### config.mk
export PLATFORM = sky130hd
export DESIGN_NAME = dgvic_top
export DESIGN_NICKNAME = d
export VERILOG_FILES = /design/src/common/dgvic_pkg.sv /design/src/logic/dgvic_top.sv /design/src/logic/dgvic_vec_mem.sv /design/src/logic/dgvic_req_filter.sv
export SDC_FILE = /design/constraint.sdc
export NUM_CORES = 1
export LEC_CHECK = 0
export ABC_AREA = 1
export BUFFER_PORTS_ARGS = -buffer_cell sky130_fd_sc_hd__buf_2
export CAP_MARGIN = 20
export CORE_ASPECT_RATIO = 0.5
export CORE_MARGIN = 2
export CORE_UTILIZATION = 50
export DETAILED_ROUTE_END_ITERATION = 7
export PLACE_DENSITY = 0.67
export SYNTH_ARGS = -nofsm -noshare
export SYNTH_HDL_FRONTEND = slang
export SYNTH_SLANG_ARGS = --single-unit
### constraint.sdc
create_clock -name CORE_CLK_I -period 2.85 [get_ports CORE_CLK_I]
set_input_delay 0.285 -clock CORE_CLK_I [delete_from_list [all_inputs] [get_ports CORE_CLK_I]]
set_output_delay 0.285 -clock CORE_CLK_I [all_outputs]
set_load 0.01 [all_outputs]
### src/common/dgvic_pkg.sv
package dgvic_pkg;

    localparam int NGRP  = 2;
    localparam int NLINE = 8;

    // Control word select on the bus address pins.
    localparam logic [1:0] WORD_A = 2'h0;
    localparam logic [1:0] WORD_B = 2'h1;
    localparam logic [1:0] WORD_C = 2'h2;
    localparam logic [1:0] WORD_D = 2'h3;

    localparam int BIT_DIR   = 8;
    localparam int BIT_ALLOW = 9;
    localparam int BIT_RDY   = 15;

    // Status byte fields.
    localparam int ST_ARMED = 7;
    localparam int ST_GINT  = 6;
    localparam int ST_RISE  = 5;
    localparam int ST_ANY   = 3;

    // Command byte: opcode in the high nibble, argument in bits 2:0.
    localparam logic [3:0] OP_SEL_WIN = 4'h1;
    localparam logic [3:0] OP_SEL_VEC = 4'h2;
    localparam logic [3:0] OP_ARM     = 4'h3;
    localparam logic [3:0] OP_DISARM  = 4'h4;
    localparam logic [3:0] OP_EDGE    = 4'h5;
    localparam logic [3:0] OP_CLEAR   = 4'h6;

    localparam int CORE_CLK_MHZ    = 100;
    localparam int PULSE_REJECT_NS = 30;
    localparam int PULSE_ACCEPT_NS = 270;
    localparam int REJECT_CYC      = (PULSE_REJECT_NS * CORE_CLK_MHZ) / 1000;
    localparam int ACCEPT_CYC      = (PULSE_ACCEPT_NS * CORE_CLK_MHZ + 999) / 1000;
    localparam int FILTER_CYC      = (REJECT_CYC + ACCEPT_CYC) / 2;

    typedef enum logic [2:0] {
        WIN_REQ  = 3'h0,
        WIN_SVC  = 3'h1,
        WIN_ACLR = 3'h2,
        WIN_MASK = 3'h3,
        WIN_VEC  = 3'h4
    } dgvic_win_t;

    typedef enum logic [2:0] {
        ST_IDLE  = 3'h0,
        ST_FETCH = 3'h1,
        ST_LOAD  = 3'h2,
        ST_HOLD  = 3'h3,
        ST_PASS  = 3'h4
    } dgvic_state_t;

    typedef struct packed {
        logic       armed;
        logic       rising;
        dgvic_win_t win;
        logic [2:0] ptr;
        logic [7:0] req;
        logic [7:0] svc;
        logic [7:0] aclr;
        logic [7:0] mask;
    } dgvic_grp_t;

    localparam dgvic_grp_t GRP_RST = '{armed: 1'b0, rising: 1'b1, win: WIN_REQ, ptr: 3'h0,
                                       req: 8'h00, svc: 8'h00, aclr: 8'h00, mask: 8'hFF};

    typedef struct packed {
        logic        init;
        logic        din;
        logic        dout;
        logic        iack;
        logic [1:0]  addr;
        logic [15:0] data;
        logic [3:0]  rdy;
    } dgvic_pin_t;

    // Lowest numbered pending line wins.
    function automatic logic [2:0] dgvic_first(input logic [7:0] v);
        logic [2:0] r;
        r = 3'h0;
        for (int i = 7; i >= 0; i--) begin
            if (v[i]) begin
                r = 3'(i);
            end
        end
        return r;
    endfunction : dgvic_first

endpackage : dgvic_pkg

### src/logic/dgvic_top.sv
`timescale 1ns/1ps
`default_nettype none
module dgvic_top
    import dgvic_pkg::*;
#(
    parameter int PULSE_CYC = FILTER_CYC
)(
    input  wire logic        CORE_CLK_I,
    input  wire logic        SYS_RST_I,
    input  wire logic        BUS_INIT_I,
    input  wire logic [1:0]  BUS_ADDR_I,
    input  wire logic        BUS_DIN_I,
    input  wire logic        BUS_DOUT_I,
    input  wire logic [15:0] BUS_DATA_I,
    output logic      [15:0] BUS_DATA_O,
    output logic             BUS_DATA_OE_N_O,
    output logic             BUS_RPLY_O,
    output logic             BUS_IRQ4_O,
    input  wire logic        BUS_IACK_IN_I,
    output logic             BUS_IACK_OUT_O,
    input  wire logic [15:0] REQ_LINE_I,
    input  wire logic [3:0]  USER_RDY_I,
    output logic      [3:0]  DEV_RDY_O,
    output logic      [3:0]  PORT_OE_N_O
);
    if (PULSE_CYC <= REJECT_CYC + 1 || PULSE_CYC + 2 >= ACCEPT_CYC) begin : g_chk
        $error("dgvic_top: PULSE_CYC outside the accept and reject window");
    end

    // Input synchronisers for every asynchronous bus and user pin.
    dgvic_pin_t pin_raw;
    dgvic_pin_t sync1_r;
    dgvic_pin_t pin;
    logic       din_prev_r;
    logic       dout_prev_r;
    logic       iack_prev_r;

    assign pin_raw = '{init: BUS_INIT_I, din: BUS_DIN_I, dout: BUS_DOUT_I, iack: BUS_IACK_IN_I,
                       addr: BUS_ADDR_I, data: BUS_DATA_I, rdy: USER_RDY_I};

    always_ff @(posedge CORE_CLK_I) begin
        if (SYS_RST_I) begin
            sync1_r <= '0;
            pin     <= '0;
        end else begin
            sync1_r <= pin_raw;
            pin     <= sync1_r;
        end
    end

    always_ff @(posedge CORE_CLK_I) begin
        if (SYS_RST_I) begin
            din_prev_r  <= 1'b0;
            dout_prev_r <= 1'b0;
            iack_prev_r <= 1'b0;
        end else begin
            din_prev_r  <= pin.din;
            dout_prev_r <= pin.dout;
            iack_prev_r <= pin.iack;
        end
    end

    logic din_rise;
    logic dout_rise;
    logic iack_rise;

    assign din_rise  = pin.din & ~din_prev_r;
    assign dout_rise = pin.dout & ~dout_prev_r;
    assign iack_rise = pin.iack & ~iack_prev_r;

    // Group state and request qualification.
    dgvic_grp_t   grp_r   [NGRP];
    dgvic_grp_t   grp_nxt [NGRP];
    logic [7:0]   req_set [NGRP];
    logic [7:0]   pend    [NGRP];
    logic [NGRP-1:0] gint;
    logic         chain_enable_out;
    logic         chain_enable_in;

    for (genvar g = 0; g < NGRP; g++) begin : g_grp
        dgvic_req_filter #(
            .NL  (NLINE),
            .THR (PULSE_CYC)
        ) u_filter (
            .clk_i    (CORE_CLK_I),
            .rst_i    (SYS_RST_I),
            .line_i   (REQ_LINE_I[g*NLINE +: NLINE]),
            .rising_i (grp_r[g].rising),
            .set_o    (req_set[g])
        );

        assign pend[g] = grp_r[g].req & ~grp_r[g].mask;
        assign gint[g] = grp_r[g].armed & (|pend[g]);
    end

    assign chain_enable_out = grp_r[0].armed;
    assign chain_enable_in  = chain_enable_out;

    // Bus and acknowledge sequencing.
    dgvic_state_t state_r;
    logic         allow_r;
    logic [3:0]   dir_r;
    logic         irq_r;
    logic         ack_r;
    logic         ack_grp_r;
    logic [2:0]   ack_lvl_r;
    logic [1:0]   bus_addr_r;
    logic [15:0]  data_o_r;
    logic         oe_n_r;
    logic         rply_r;
    logic         iack_out_r;
    logic [3:0]   dev_rdy_r;
    logic [3:0]   port_oe_n_r;
    logic         irq_nxt;
    logic         win_grp;
    logic [2:0]   win_lvl;

    // Group 2 takes part only while group 1 passes its enable along.
    assign irq_nxt = allow_r & (gint[0] | (gint[1] & chain_enable_in));
    assign win_grp = ~gint[0];
    assign win_lvl = gint[0] ? dgvic_first(pend[0]) : dgvic_first(pend[1]);

    logic wr_en;
    logic wr_cmd;
    logic wr_win;
    logic wr_grp;
    logic [7:0] wbyte;
    logic ack_done;

    assign wr_en    = (state_r == ST_IDLE) & dout_rise & ~iack_rise;
    assign wr_cmd   = wr_en & ~pin.addr[0];
    assign wr_win   = wr_en & pin.addr[0];
    assign wr_grp   = pin.addr[1];
    assign wbyte    = pin.data[7:0];
    assign ack_done = (state_r == ST_LOAD) & ack_r;

    always_ff @(posedge CORE_CLK_I) begin
        if (SYS_RST_I) begin
            state_r <= ST_IDLE;
        end else begin
            case (state_r)
                ST_IDLE: begin
                    if (iack_rise) begin
                        state_r <= irq_r ? ST_FETCH : ST_PASS;
                    end else if (din_rise) begin
                        state_r <= ST_FETCH;
                    end else if (dout_rise) begin
                        state_r <= ST_HOLD;
                    end
                end
                ST_FETCH: state_r <= ST_LOAD;
                ST_LOAD:  state_r <= ST_HOLD;
                ST_PASS: begin
                    if (!pin.iack) begin
                        state_r <= ST_IDLE;
                    end
                end
                ST_HOLD: begin
                    if (!pin.din && !pin.dout && !pin.iack) begin
                        state_r <= ST_IDLE;
                    end
                end
                default: state_r <= ST_IDLE;
            endcase
        end
    end

    always_ff @(posedge CORE_CLK_I) begin
        if (SYS_RST_I) begin
            ack_r      <= 1'b0;
            ack_grp_r  <= 1'b0;
            ack_lvl_r  <= 3'h0;
            bus_addr_r <= WORD_A;
        end else if (state_r == ST_IDLE) begin
            ack_r <= iack_rise & irq_r;
            if (iack_rise) begin
                ack_grp_r <= win_grp;
                ack_lvl_r <= win_lvl;
            end else if (din_rise || dout_rise) begin
                bus_addr_r <= pin.addr;
            end
        end
    end

    // Vector memory: one shared array, group in the top address bit.
    logic [3:0] mem_raddr;
    logic [7:0] mem_rdata;

    assign mem_raddr = ack_r ? {ack_grp_r, ack_lvl_r} : {bus_addr_r[1], grp_r[bus_addr_r[1]].ptr};

    dgvic_vec_mem #(
        .DW    (8),
        .DEPTH (16),
        .AW    (4)
    ) u_vec_mem (
        .clk_i   (CORE_CLK_I),
        .we_i    (wr_win && grp_r[wr_grp].win == WIN_VEC),
        .waddr_i ({wr_grp, grp_r[wr_grp].ptr}),
        .wdata_i (wbyte),
        .raddr_i (mem_raddr),
        .rdata_o (mem_rdata)
    );

    // Read word composition.
    logic [7:0]  stat_byte;
    logic [7:0]  win_byte;
    logic [15:0] rd_word;
    dgvic_grp_t  rg;

    always_comb begin
        rg        = grp_r[bus_addr_r[1]];
        stat_byte = 8'h00;
        stat_byte[ST_ARMED] = rg.armed;
        stat_byte[ST_GINT]  = gint[bus_addr_r[1]];
        stat_byte[ST_RISE]  = rg.rising;
        stat_byte[ST_ANY]   = |(rg.req & ~rg.mask);
        stat_byte[2:0]      = dgvic_first(rg.req & ~rg.mask);
        case (rg.win)
            WIN_REQ:  win_byte = rg.req;
            WIN_SVC:  win_byte = rg.svc;
            WIN_ACLR: win_byte = rg.aclr;
            WIN_MASK: win_byte = rg.mask;
            WIN_VEC:  win_byte = mem_rdata;
            default:  win_byte = 8'h00;
        endcase
        rd_word = 16'h0000;
        if (ack_r) begin
            rd_word[7:0] = mem_rdata;
        end else begin
            rd_word[7:0]   = bus_addr_r[0] ? win_byte : stat_byte;
            rd_word[BIT_DIR]   = dir_r[bus_addr_r];
            rd_word[BIT_ALLOW] = (bus_addr_r == WORD_A) & allow_r;
            rd_word[BIT_RDY]   = pin.rdy[bus_addr_r];
        end
    end

    always_ff @(posedge CORE_CLK_I) begin
        if (SYS_RST_I) begin
            data_o_r <= 16'h0000;
            oe_n_r   <= 1'b1;
            rply_r   <= 1'b0;
        end else begin
            case (state_r)
                ST_IDLE: begin
                    rply_r <= wr_en;
                end
                ST_LOAD: begin
                    data_o_r <= rd_word;
                    oe_n_r   <= 1'b0;
                    rply_r   <= 1'b1;
                end
                ST_HOLD: begin
                    if (!pin.din && !pin.dout && !pin.iack) begin
                        oe_n_r <= 1'b1;
                        rply_r <= 1'b0;
                    end
                end
                default: begin
                    oe_n_r <= 1'b1;
                    rply_r <= 1'b0;
                end
            endcase
        end
    end

    // Acknowledge is passed down the chain when irq_r is low, even if an armed group has a line pending.
    always_ff @(posedge CORE_CLK_I) begin
        if (SYS_RST_I) begin
            iack_out_r <= 1'b0;
            irq_r      <= 1'b0;
        end else begin
            iack_out_r <= (state_r == ST_PASS) & pin.iack;
            irq_r      <= irq_nxt & ~ack_r;
        end
    end

    // Group latches; initialize leaves them alone.
    always_comb begin
        for (int g = 0; g < NGRP; g++) begin
            grp_nxt[g] = grp_r[g];
            if (wr_cmd && wr_grp == 1'(g)) begin
                case (wbyte[7:4])
                    OP_SEL_WIN: begin
                        if (wbyte[2:0] <= WIN_MASK) begin
                            grp_nxt[g].win = dgvic_win_t'(wbyte[2:0]);
                        end
                    end
                    OP_SEL_VEC: begin
                        grp_nxt[g].win = WIN_VEC;
                        grp_nxt[g].ptr = wbyte[2:0];
                    end
                    OP_ARM:    grp_nxt[g].armed = 1'b1;
                    OP_DISARM: grp_nxt[g].armed = 1'b0;
                    OP_EDGE:   grp_nxt[g].rising = wbyte[0];
                    OP_CLEAR: begin
                        grp_nxt[g].req = 8'h00;
                        grp_nxt[g].svc = 8'h00;
                    end
                    default: grp_nxt[g] = grp_r[g];
                endcase
            end
            if (wr_win && wr_grp == 1'(g)) begin
                case (grp_r[g].win)
                    WIN_REQ:  grp_nxt[g].req  = wbyte;
                    WIN_SVC:  grp_nxt[g].svc  = wbyte;
                    WIN_ACLR: grp_nxt[g].aclr = wbyte;
                    WIN_MASK: grp_nxt[g].mask = wbyte;
                    default:  grp_nxt[g].mask = grp_r[g].mask;
                endcase
            end
            if (ack_done && ack_grp_r == 1'(g)) begin
                grp_nxt[g].req[ack_lvl_r] = 1'b0;
                grp_nxt[g].svc[ack_lvl_r] = ~grp_r[g].aclr[ack_lvl_r];
            end
            // A fresh edge in the clearing cycle still lands.
            grp_nxt[g].req = grp_nxt[g].req | req_set[g];
        end
    end

    always_ff @(posedge CORE_CLK_I) begin
        for (int g = 0; g < NGRP; g++) begin
            if (SYS_RST_I) begin
                grp_r[g] <= GRP_RST;
            end else begin
                grp_r[g] <= grp_nxt[g];
            end
        end
    end

    // Direction and allow bits.
    always_ff @(posedge CORE_CLK_I) begin
        if (SYS_RST_I) begin
            dir_r   <= 4'h0;
            allow_r <= 1'b0;
        end else if (pin.init) begin
            dir_r   <= 4'h0;
            allow_r <= 1'b0;
        end else if (wr_en) begin
            dir_r[pin.addr] <= pin.data[BIT_DIR];
            if (pin.addr == WORD_A) begin
                allow_r <= pin.data[BIT_ALLOW];
            end
        end
    end

    // Port drivers only open with direction set and the user ready.
    always_ff @(posedge CORE_CLK_I) begin
        if (SYS_RST_I) begin
            dev_rdy_r   <= 4'hF;
            port_oe_n_r <= 4'hF;
        end else begin
            dev_rdy_r   <= ~dir_r;
            port_oe_n_r <= ~(dir_r & pin.rdy);
        end
    end

    assign BUS_DATA_O      = data_o_r;
    assign BUS_DATA_OE_N_O = oe_n_r;
    assign BUS_RPLY_O      = rply_r;
    assign BUS_IRQ4_O      = irq_r;
    assign BUS_IACK_OUT_O  = iack_out_r;
    assign DEV_RDY_O       = dev_rdy_r;
    assign PORT_OE_N_O     = port_oe_n_r;
endmodule : dgvic_top
`default_nettype wire

### src/logic/dgvic_vec_mem.sv
`timescale 1ns/1ps
`default_nettype none
module dgvic_vec_mem #(
    parameter int DW    = 8,
    parameter int DEPTH = 16,
    parameter int AW    = 4
)(
    input  wire logic          clk_i,
    input  wire logic          we_i,
    input  wire logic [AW-1:0] waddr_i,
    input  wire logic [DW-1:0] wdata_i,
    input  wire logic [AW-1:0] raddr_i,
    output var  logic [DW-1:0] rdata_o
);
    if (DEPTH > (1 << AW) || DEPTH < 1) begin : g_chk
        $error("dgvic_vec_mem: DEPTH does not fit AW");
    end

    // Contents are not reset; software loads every vector before arming.
    logic [DW-1:0] mem_r [DEPTH];

    always_ff @(posedge clk_i) begin
        if (we_i) begin
            mem_r[waddr_i] <= wdata_i;
        end
    end

    always_ff @(posedge clk_i) begin
        rdata_o <= mem_r[raddr_i];
    end
endmodule : dgvic_vec_mem
`default_nettype wire

### src/logic/dgvic_req_filter.sv
`timescale 1ns/1ps
`default_nettype none
module dgvic_req_filter #(
    parameter int NL  = 8,
    parameter int THR = 15
)(
    input  wire logic          clk_i,
    input  wire logic          rst_i,
    input  wire logic [NL-1:0] line_i,
    input  wire logic          rising_i,
    output var  logic [NL-1:0] set_o
);
    localparam int CW = $clog2(THR + 1);

    if (THR < 2) begin : g_chk
        $error("dgvic_req_filter: THR must be at least 2");
    end

    logic [NL-1:0] sync1_r;
    logic [NL-1:0] sync2_r;

    always_ff @(posedge clk_i) begin
        if (rst_i) begin
            sync1_r <= '0;
            sync2_r <= '0;
        end else begin
            sync1_r <= line_i;
            sync2_r <= sync1_r;
        end
    end

    for (genvar i = 0; i < NL; i++) begin : g_line
        logic          act;
        logic [CW-1:0] cnt_r;

        assign act = rising_i ? sync2_r[i] : ~sync2_r[i];

        // Starting saturated makes a line active at reset need an idle phase in falling mode; in rising mode the zeroed sync stages clear the count.
        always_ff @(posedge clk_i) begin
            if (rst_i) begin
                cnt_r    <= CW'(THR);
                set_o[i] <= 1'b0;
            end else begin
                set_o[i] <= act && (cnt_r == CW'(THR - 1));
                if (!act) begin
                    cnt_r <= '0;
                end else if (cnt_r != CW'(THR)) begin
                    cnt_r <= cnt_r + CW'(1);
                end
            end
        end
    end
endmodule : dgvic_req_filter
`default_nettype wire

# [Word level (Yosys, flattened, before mapping)]
# Memories as Yosys holds them, arrays and structs flattened. A register that Yosys moved wholly into a read port is not among the register bits.
# Cells that the tools add are included.
# Widths: inputs -> output; s select.
[totals] mem_count=2 word_cells=416 register_bits=193 output_inout_bits=28 inputBits=44 ram_bits=208
[mem_list] name="u_vec_mem.mem_r" words=16 width=8 read_ports=1 rd_ports_with_merged_regs=1 write_ports=1 line="dgvic_vec_mem.sv:20" source="logic [DW-1:0] mem_r [DEPTH];"
[mem_list] name="grp_r" words=2 width=40 read_ports=4 rd_ports_with_merged_regs=2 write_ports=2 line="dgvic_top.sv:72" source="dgvic_grp_t grp_r [NGRP];"
[op_classes] bitwise_logic=61 mux=143 order_cmp=7 addsub=16 eq_ne=72 n_reduce_logical=48
[ops] op="$mux 40" count=4
[ops] op="$mux 4" count=33
[ops] op="$mux 3" count=35
[ops] op="$ne 4x4->1 const B" count=17
[ops] op="$add 4x1->4 const B" count=16
[ops] op="$eq 4x4->1 const B" count=16
[ops] op="$mux 16" count=4
[ops] op="$mux 32" count=2
[ops] op="$mux 8" count=8
[ops] op="$and 8x8->8" count=5
[ops] op="$pmux 8 s5" count=1
[ops] op="$mux 1" count=37
[ops] op="$ne 2x2->1 const B" count=18
[ops] op="$not 8->8" count=4
[ops] op="$pmux 8 s2" count=2
[ops] op="$not 1->1" count=28
[ops] op="$logic_and 1x1->1" count=27
[ops] op="$eq 3x2->1 const B" count=8
[ops] op="$reduce_or 8->1" count=3
[ops] op="$and 1x1->1" count=16
[ops] op="$bwmux 8" count=2
[ops] op="$or 8x8->8" count=2
[ops] op="$pmux 3 s5" count=1
[ops] op="$eq 3x1->1 const B" count=4
[ops] op="other kinds (30)" count=54

# [Longest topological paths before layout]
[depth] depth_word=13 depth_mapped=13 depth_no_buf=12

# [By module]
# A second synthesis with hierarchy kept.
[hier_totals] cells_unflattened=2381 hier_area_um2=18739.2
[modules_own_cells] mod="dgvic_top" cells_per_inst=1159 seq_area_each_um2=3243.1 area_per_inst_um2=7795.0 n_inst=1
[modules_own_cells] mod="dgvic_vec_mem" cells_per_inst=551 seq_area_each_um2=4003.8 area_per_inst_um2=5766.8 n_inst=1
[modules_own_cells] mod="dgvic_req_filter at g_grp[0].u_filter" cells_per_inst=336 seq_area_each_um2=1121.1 area_per_inst_um2=2597.5 n_inst=1
[modules_own_cells] mod="dgvic_req_filter at g_grp[1].u_filter" cells_per_inst=335 seq_area_each_um2=1121.1 area_per_inst_um2=2580.0 n_inst=1

# [Worst setup path before layout]
# No wires, ideal clock.
[synth_timing] path_kind="register to register" from="register state_r[0]" to="memory u_vec_mem.mem_r[12][0] (enable)" path_slack_ps=756 n_path_buf=0 synth_period_minus_slack_ps=2094 t_arrival_ps=1723 stages_incl_launch_ff=10 t_required_ps=2480 setup_time_ps=370 cell_sequence="dfxtp_1 nor2_4 nand2_4 nor2_8 nand4_1 nor2_2 nand3_1 o21ai_1 nand3_1 nor2_1"
[synth_between] elab_chain_len=7
[synth_rtl] item="start, declared" line="dgvic_top.sv:100" source="dgvic_state_t state_r;"
[synth_rtl] item="start signal, assigned" line="dgvic_top.sv:144" source="state_r <= irq_r ? ST_FETCH : ST_PASS;"
[synth_rtl] item="$logic_not 3->1" line="dgvic_top.sv:130" source="assign wr_en = (state_r == ST_IDLE) & dout_rise & ~iack_rise;"
[synth_rtl] item="$and 1x1->1 (2 in a row)" line="dgvic_top.sv:130"
[synth_rtl] item="$and 1x1->1" line="dgvic_top.sv:132" source="assign wr_win = wr_en & pin.addr[0];"
[synth_rtl] item="$logic_and 1x1->1" line="dgvic_top.sv:197" source=".we_i (wr_win && grp_r[wr_grp].win == WIN_VEC),"
[synth_rtl] item="$mux 1" line="dgvic_vec_mem.sv:23" source="if (we_i) begin"
[synth_rtl] item="$mux 1 (implied by the code)" line="dgvic_vec_mem.sv:24" source="mem_r[waddr_i] <= wdata_i;"
[synth_rtl] item="end, declared" line="dgvic_vec_mem.sv:20"
# Every way passes these cells.

# [Final worst setup path]
[layout_timing] from="register state_r[0]" to="memory u_vec_mem.mem_r[4][3] (enable)"
# Same word-level chain as after synthesis.

==> flow_metrics.tcl <==
set metrics [dict create \
    ant_nets 0 \
    worstPathArrival_ns 2.67 \
    ys_ff_latch 410 \
    synth_area_leaders "dfxtp_1 32%, edfxtp_1 21%, nand2_1 8.3%" \
    clock_sinks 410 \
    drive_above_1_share_pct 9.402 \
    grt_start_max_net_pins 85 \
    synthToLayoutAreaGrowth_pct 13.81 \
    synth_top_flop_cell "dfxtp_1" \
    clock_latency_ns 0.55 \
    routedWlPerCell_um 16.26 \
    std_cell_rows 48 \
    multi_input_area_mm2 0.006784 \
    crit_slowest_cell "dfxtp_1" \
    pwr_density_cell_mw_per_mm2 629.0 \
    cts_setup_buffers 0 \
    dp.cells 2653 \
    finalCritPeriodShare_pct 84.73 \
    grt_setup_unrepaired "false" \
    synth_seq_area_share_pct 53.01 \
    status "completed" \
    viasPerCell 5.264 \
    synth_area_per_cell_um2 8.315 \
    gp_congestion 0.9335 \
    core_mm2 0.03489 \
    critical_path.top_delay_family "simple AND/OR/NAND/NOR gates" \
    fin_area_mm2 0.02037 \
    crit_fanout 8 \
    max_freq_ghz 0.4141 \
    max-cap-violations 0 \
    fp.dieArea_mm2 0.03743 \
    clock_path_buffers 3 \
    async_flop_share_pct 0 \
    wl_um 44720 \
    max_stage_delay_ns 0.34 \
    yosysMostFrequentCell "nand2_1" \
    synth-edff-count 128 \
    reg2reg_setup_slack_ns 0.44 \
    grt_overflow_total 0 \
    antenna_found_initial 0 \
    synth.top_cell.area_share_pct 31.53 \
    die_w_um 271.6 \
    worst_path_most_repeated_cell "nand3_1" \
    dpl_cell_area_mm2 0.01882 \
    io_pins 72 \
    period_minus_slack_ns 2.415 \
    cp.required_ns 3.10 \
    synth.distinct_cells 49 \
    yosysWarningCount 0 \
    grt_pass1_vias 13224 \
    synth.largest_area_cell "dfxtp_1" \
    grt_pass1_wl_um 70330 \
    drc 0 \
    final_max_slew_viol_count 0 \
    worst_ir_drop_vdd_mv 0.4291 \
    regArea_mm2 0.009490 \
    critPathKind "flop to flop" \
    setup_tns_ns 0 \
    nNetsFinal 2329 \
    syn_inst 2153 \
    place_hpwl_um 30460 \
    via_count 14480 \
    h-tree-depth 2 \
    hold_path_class "input port to flop" \
    synth_commonest_cells "398 x nand2_1, 324 x inv_1, 282 x dfxtp_1" \
    firstDrtPassIters 6 \
    syn-cell-area_mm2 0.01790 \
    final_cells 2751 \
    slew-limit-headroom_pct 42.22 \
    n_fill_cell 3109 \
    crit_chain "nor2_4 -> nand2_4 -> nor2_8 -> nand4_1 -> nor2_2 -> nand3_1 -> o21ai_1 -> nand3_1 -> nor2_1 -> buf_4" \
    clkSlewWorstSetupHoldPaths_ns 0.07 \
    cts_tree "built" \
    hold_violations 0 \
    leakagePower_nw 8.769 \
    die_h_um 137.8 \
    post_cts_resized 0 \
    worst_pin_slew_ns 0.8659 \
    fin_skew_ns 0.01846 \
    io_buffers 60 \
    floorplan.initialDensity_pct 51.31 \
    grt_util_all_layers_pct 23.97 \
    finalSetupViolCount 0 \
    root_buffer "clkbuf_16" \
    cts_made_buffers 37 \
    num_antenna_cells 0 \
    startpoint_type "flop" \
    drt_iter0_drc 1335 \
    path_buf_inv 1 \
    worst_setup_path_end_kind "flop" \
]
[kinds of logic (layout without fill, tap and decap cells)]
kind of cell | count (synthesis) | after routing | synth area share, %
buf+inv | 420 | 539 | 9.226
simple gates | 854 | 854 | 20.55
flops | 410 | 410 | 53.01
other cells | 1 | 5 | 0.02095
compound gates | 412 | 412 | 13.79
fa+ha+maj | 32 | 32 | 2.236
xor+xnor | 24 | 24 | 1.174
[sequential cells by signal, summed over array words and instances (netlist names), 2 cells and up, named ones only]
register                     flops
g_grp.u_filter.sync1_r          16
state_r                          3
g_grp.u_filter.g_line.cnt_r     64
bus_addr_r                       2
PORT_OE_N_O                      4
pin                             20
g_grp.u_filter.sync2_r          16
DEV_RDY_O                        4
dir_r                            4
grp_r                           80
BUS_DATA_O                      11
u_vec_mem.mem_r                128
sync1_r                         20
u_vec_mem.rdata_o                8
g_grp.u_filter.set_o            16
ack_lvl_r                        3
[layout by cell type, fill, tap and decap left out, drive strengths merged, types with 103 or more instances in the layout]
cell type / instances
o21ai: 146
nand3: 153
o211ai: 122
nor2: 224
inv: 339
dfxtp: 282
nand2: 405
edfxtp: 128
buf: 103
a21oi: 111
[power by group]
part | switching, mW | internal [mW]
clock | 2.20 | 2.81
combinational | 0.922 | 0.458
sequential | 0.205 | 6.22
total | 3.33 | 9.49
[per-stage QoR]
stage               hold slack [ns]  util (%)  setup slack [ns]  power (mW)
finish                       0.1472     58.39            0.4352       12.81
global route                 0.1668     58.39            0.2300       13.32
CTS                          0.1368     58.39            0.4468       12.88
detailed placement           0.3924     53.92            0.4581       7.866
global placement             0.3915     53.92            0.4861       7.856
floorplan                    0.3795         -            0.7565       7.411
[final timing paths]
kind / start / cells past startpoint / end
worst min register to register: g_grp[1].u_filter.sync1_r[1]$_SDFF_PP0_ / 2 / g_grp[1].u_filter.sync2_r[1]$_SDFF_PP0_
worst min-delay path: SYS_RST_I / 2 / pin[13]$_SDFF_PP0_
worst max register to register: state_r[0]$_SDFFE_PP0P_ / 10 / u_vec_mem.mem_r[4][3]$_DFFE_PP_
worst max-delay path: state_r[0]$_SDFFE_PP0P_ / 10 / u_vec_mem.mem_r[4][3]$_DFFE_PP_
[cell type report]
| type | instances | area share [%] |
|---|---|---|
| Clock buffer | 45 | 5.152 |
| Clock inverter | 17 | 0.7308 |
| Inverter | 338 | 6.239 |
| Multi-Input combinational cell | 1327 | 33.30 |
| Sequential cell | 410 | 46.58 |
| Tap cell | 475 | 2.917 |
| Timing Repair Buffer | 139 | 5.085 |
[what timing repair did]
action	in CTS	in global routing
setup endpoints to repair	0	0
hold buffers	36	0
hold endpoints to repair	36	0
[routing by layer]
layer  up-vias  share of wire (%)  track usage, %
met5         -                  0               0
met4         0                1.9           6.074
met3        70                6.2           3.608
met2       392                 45           39.87
met1      6723                 47           33.04
li1       7295                  -               -
No activity file was read; power rests on OpenSTA's default activity.
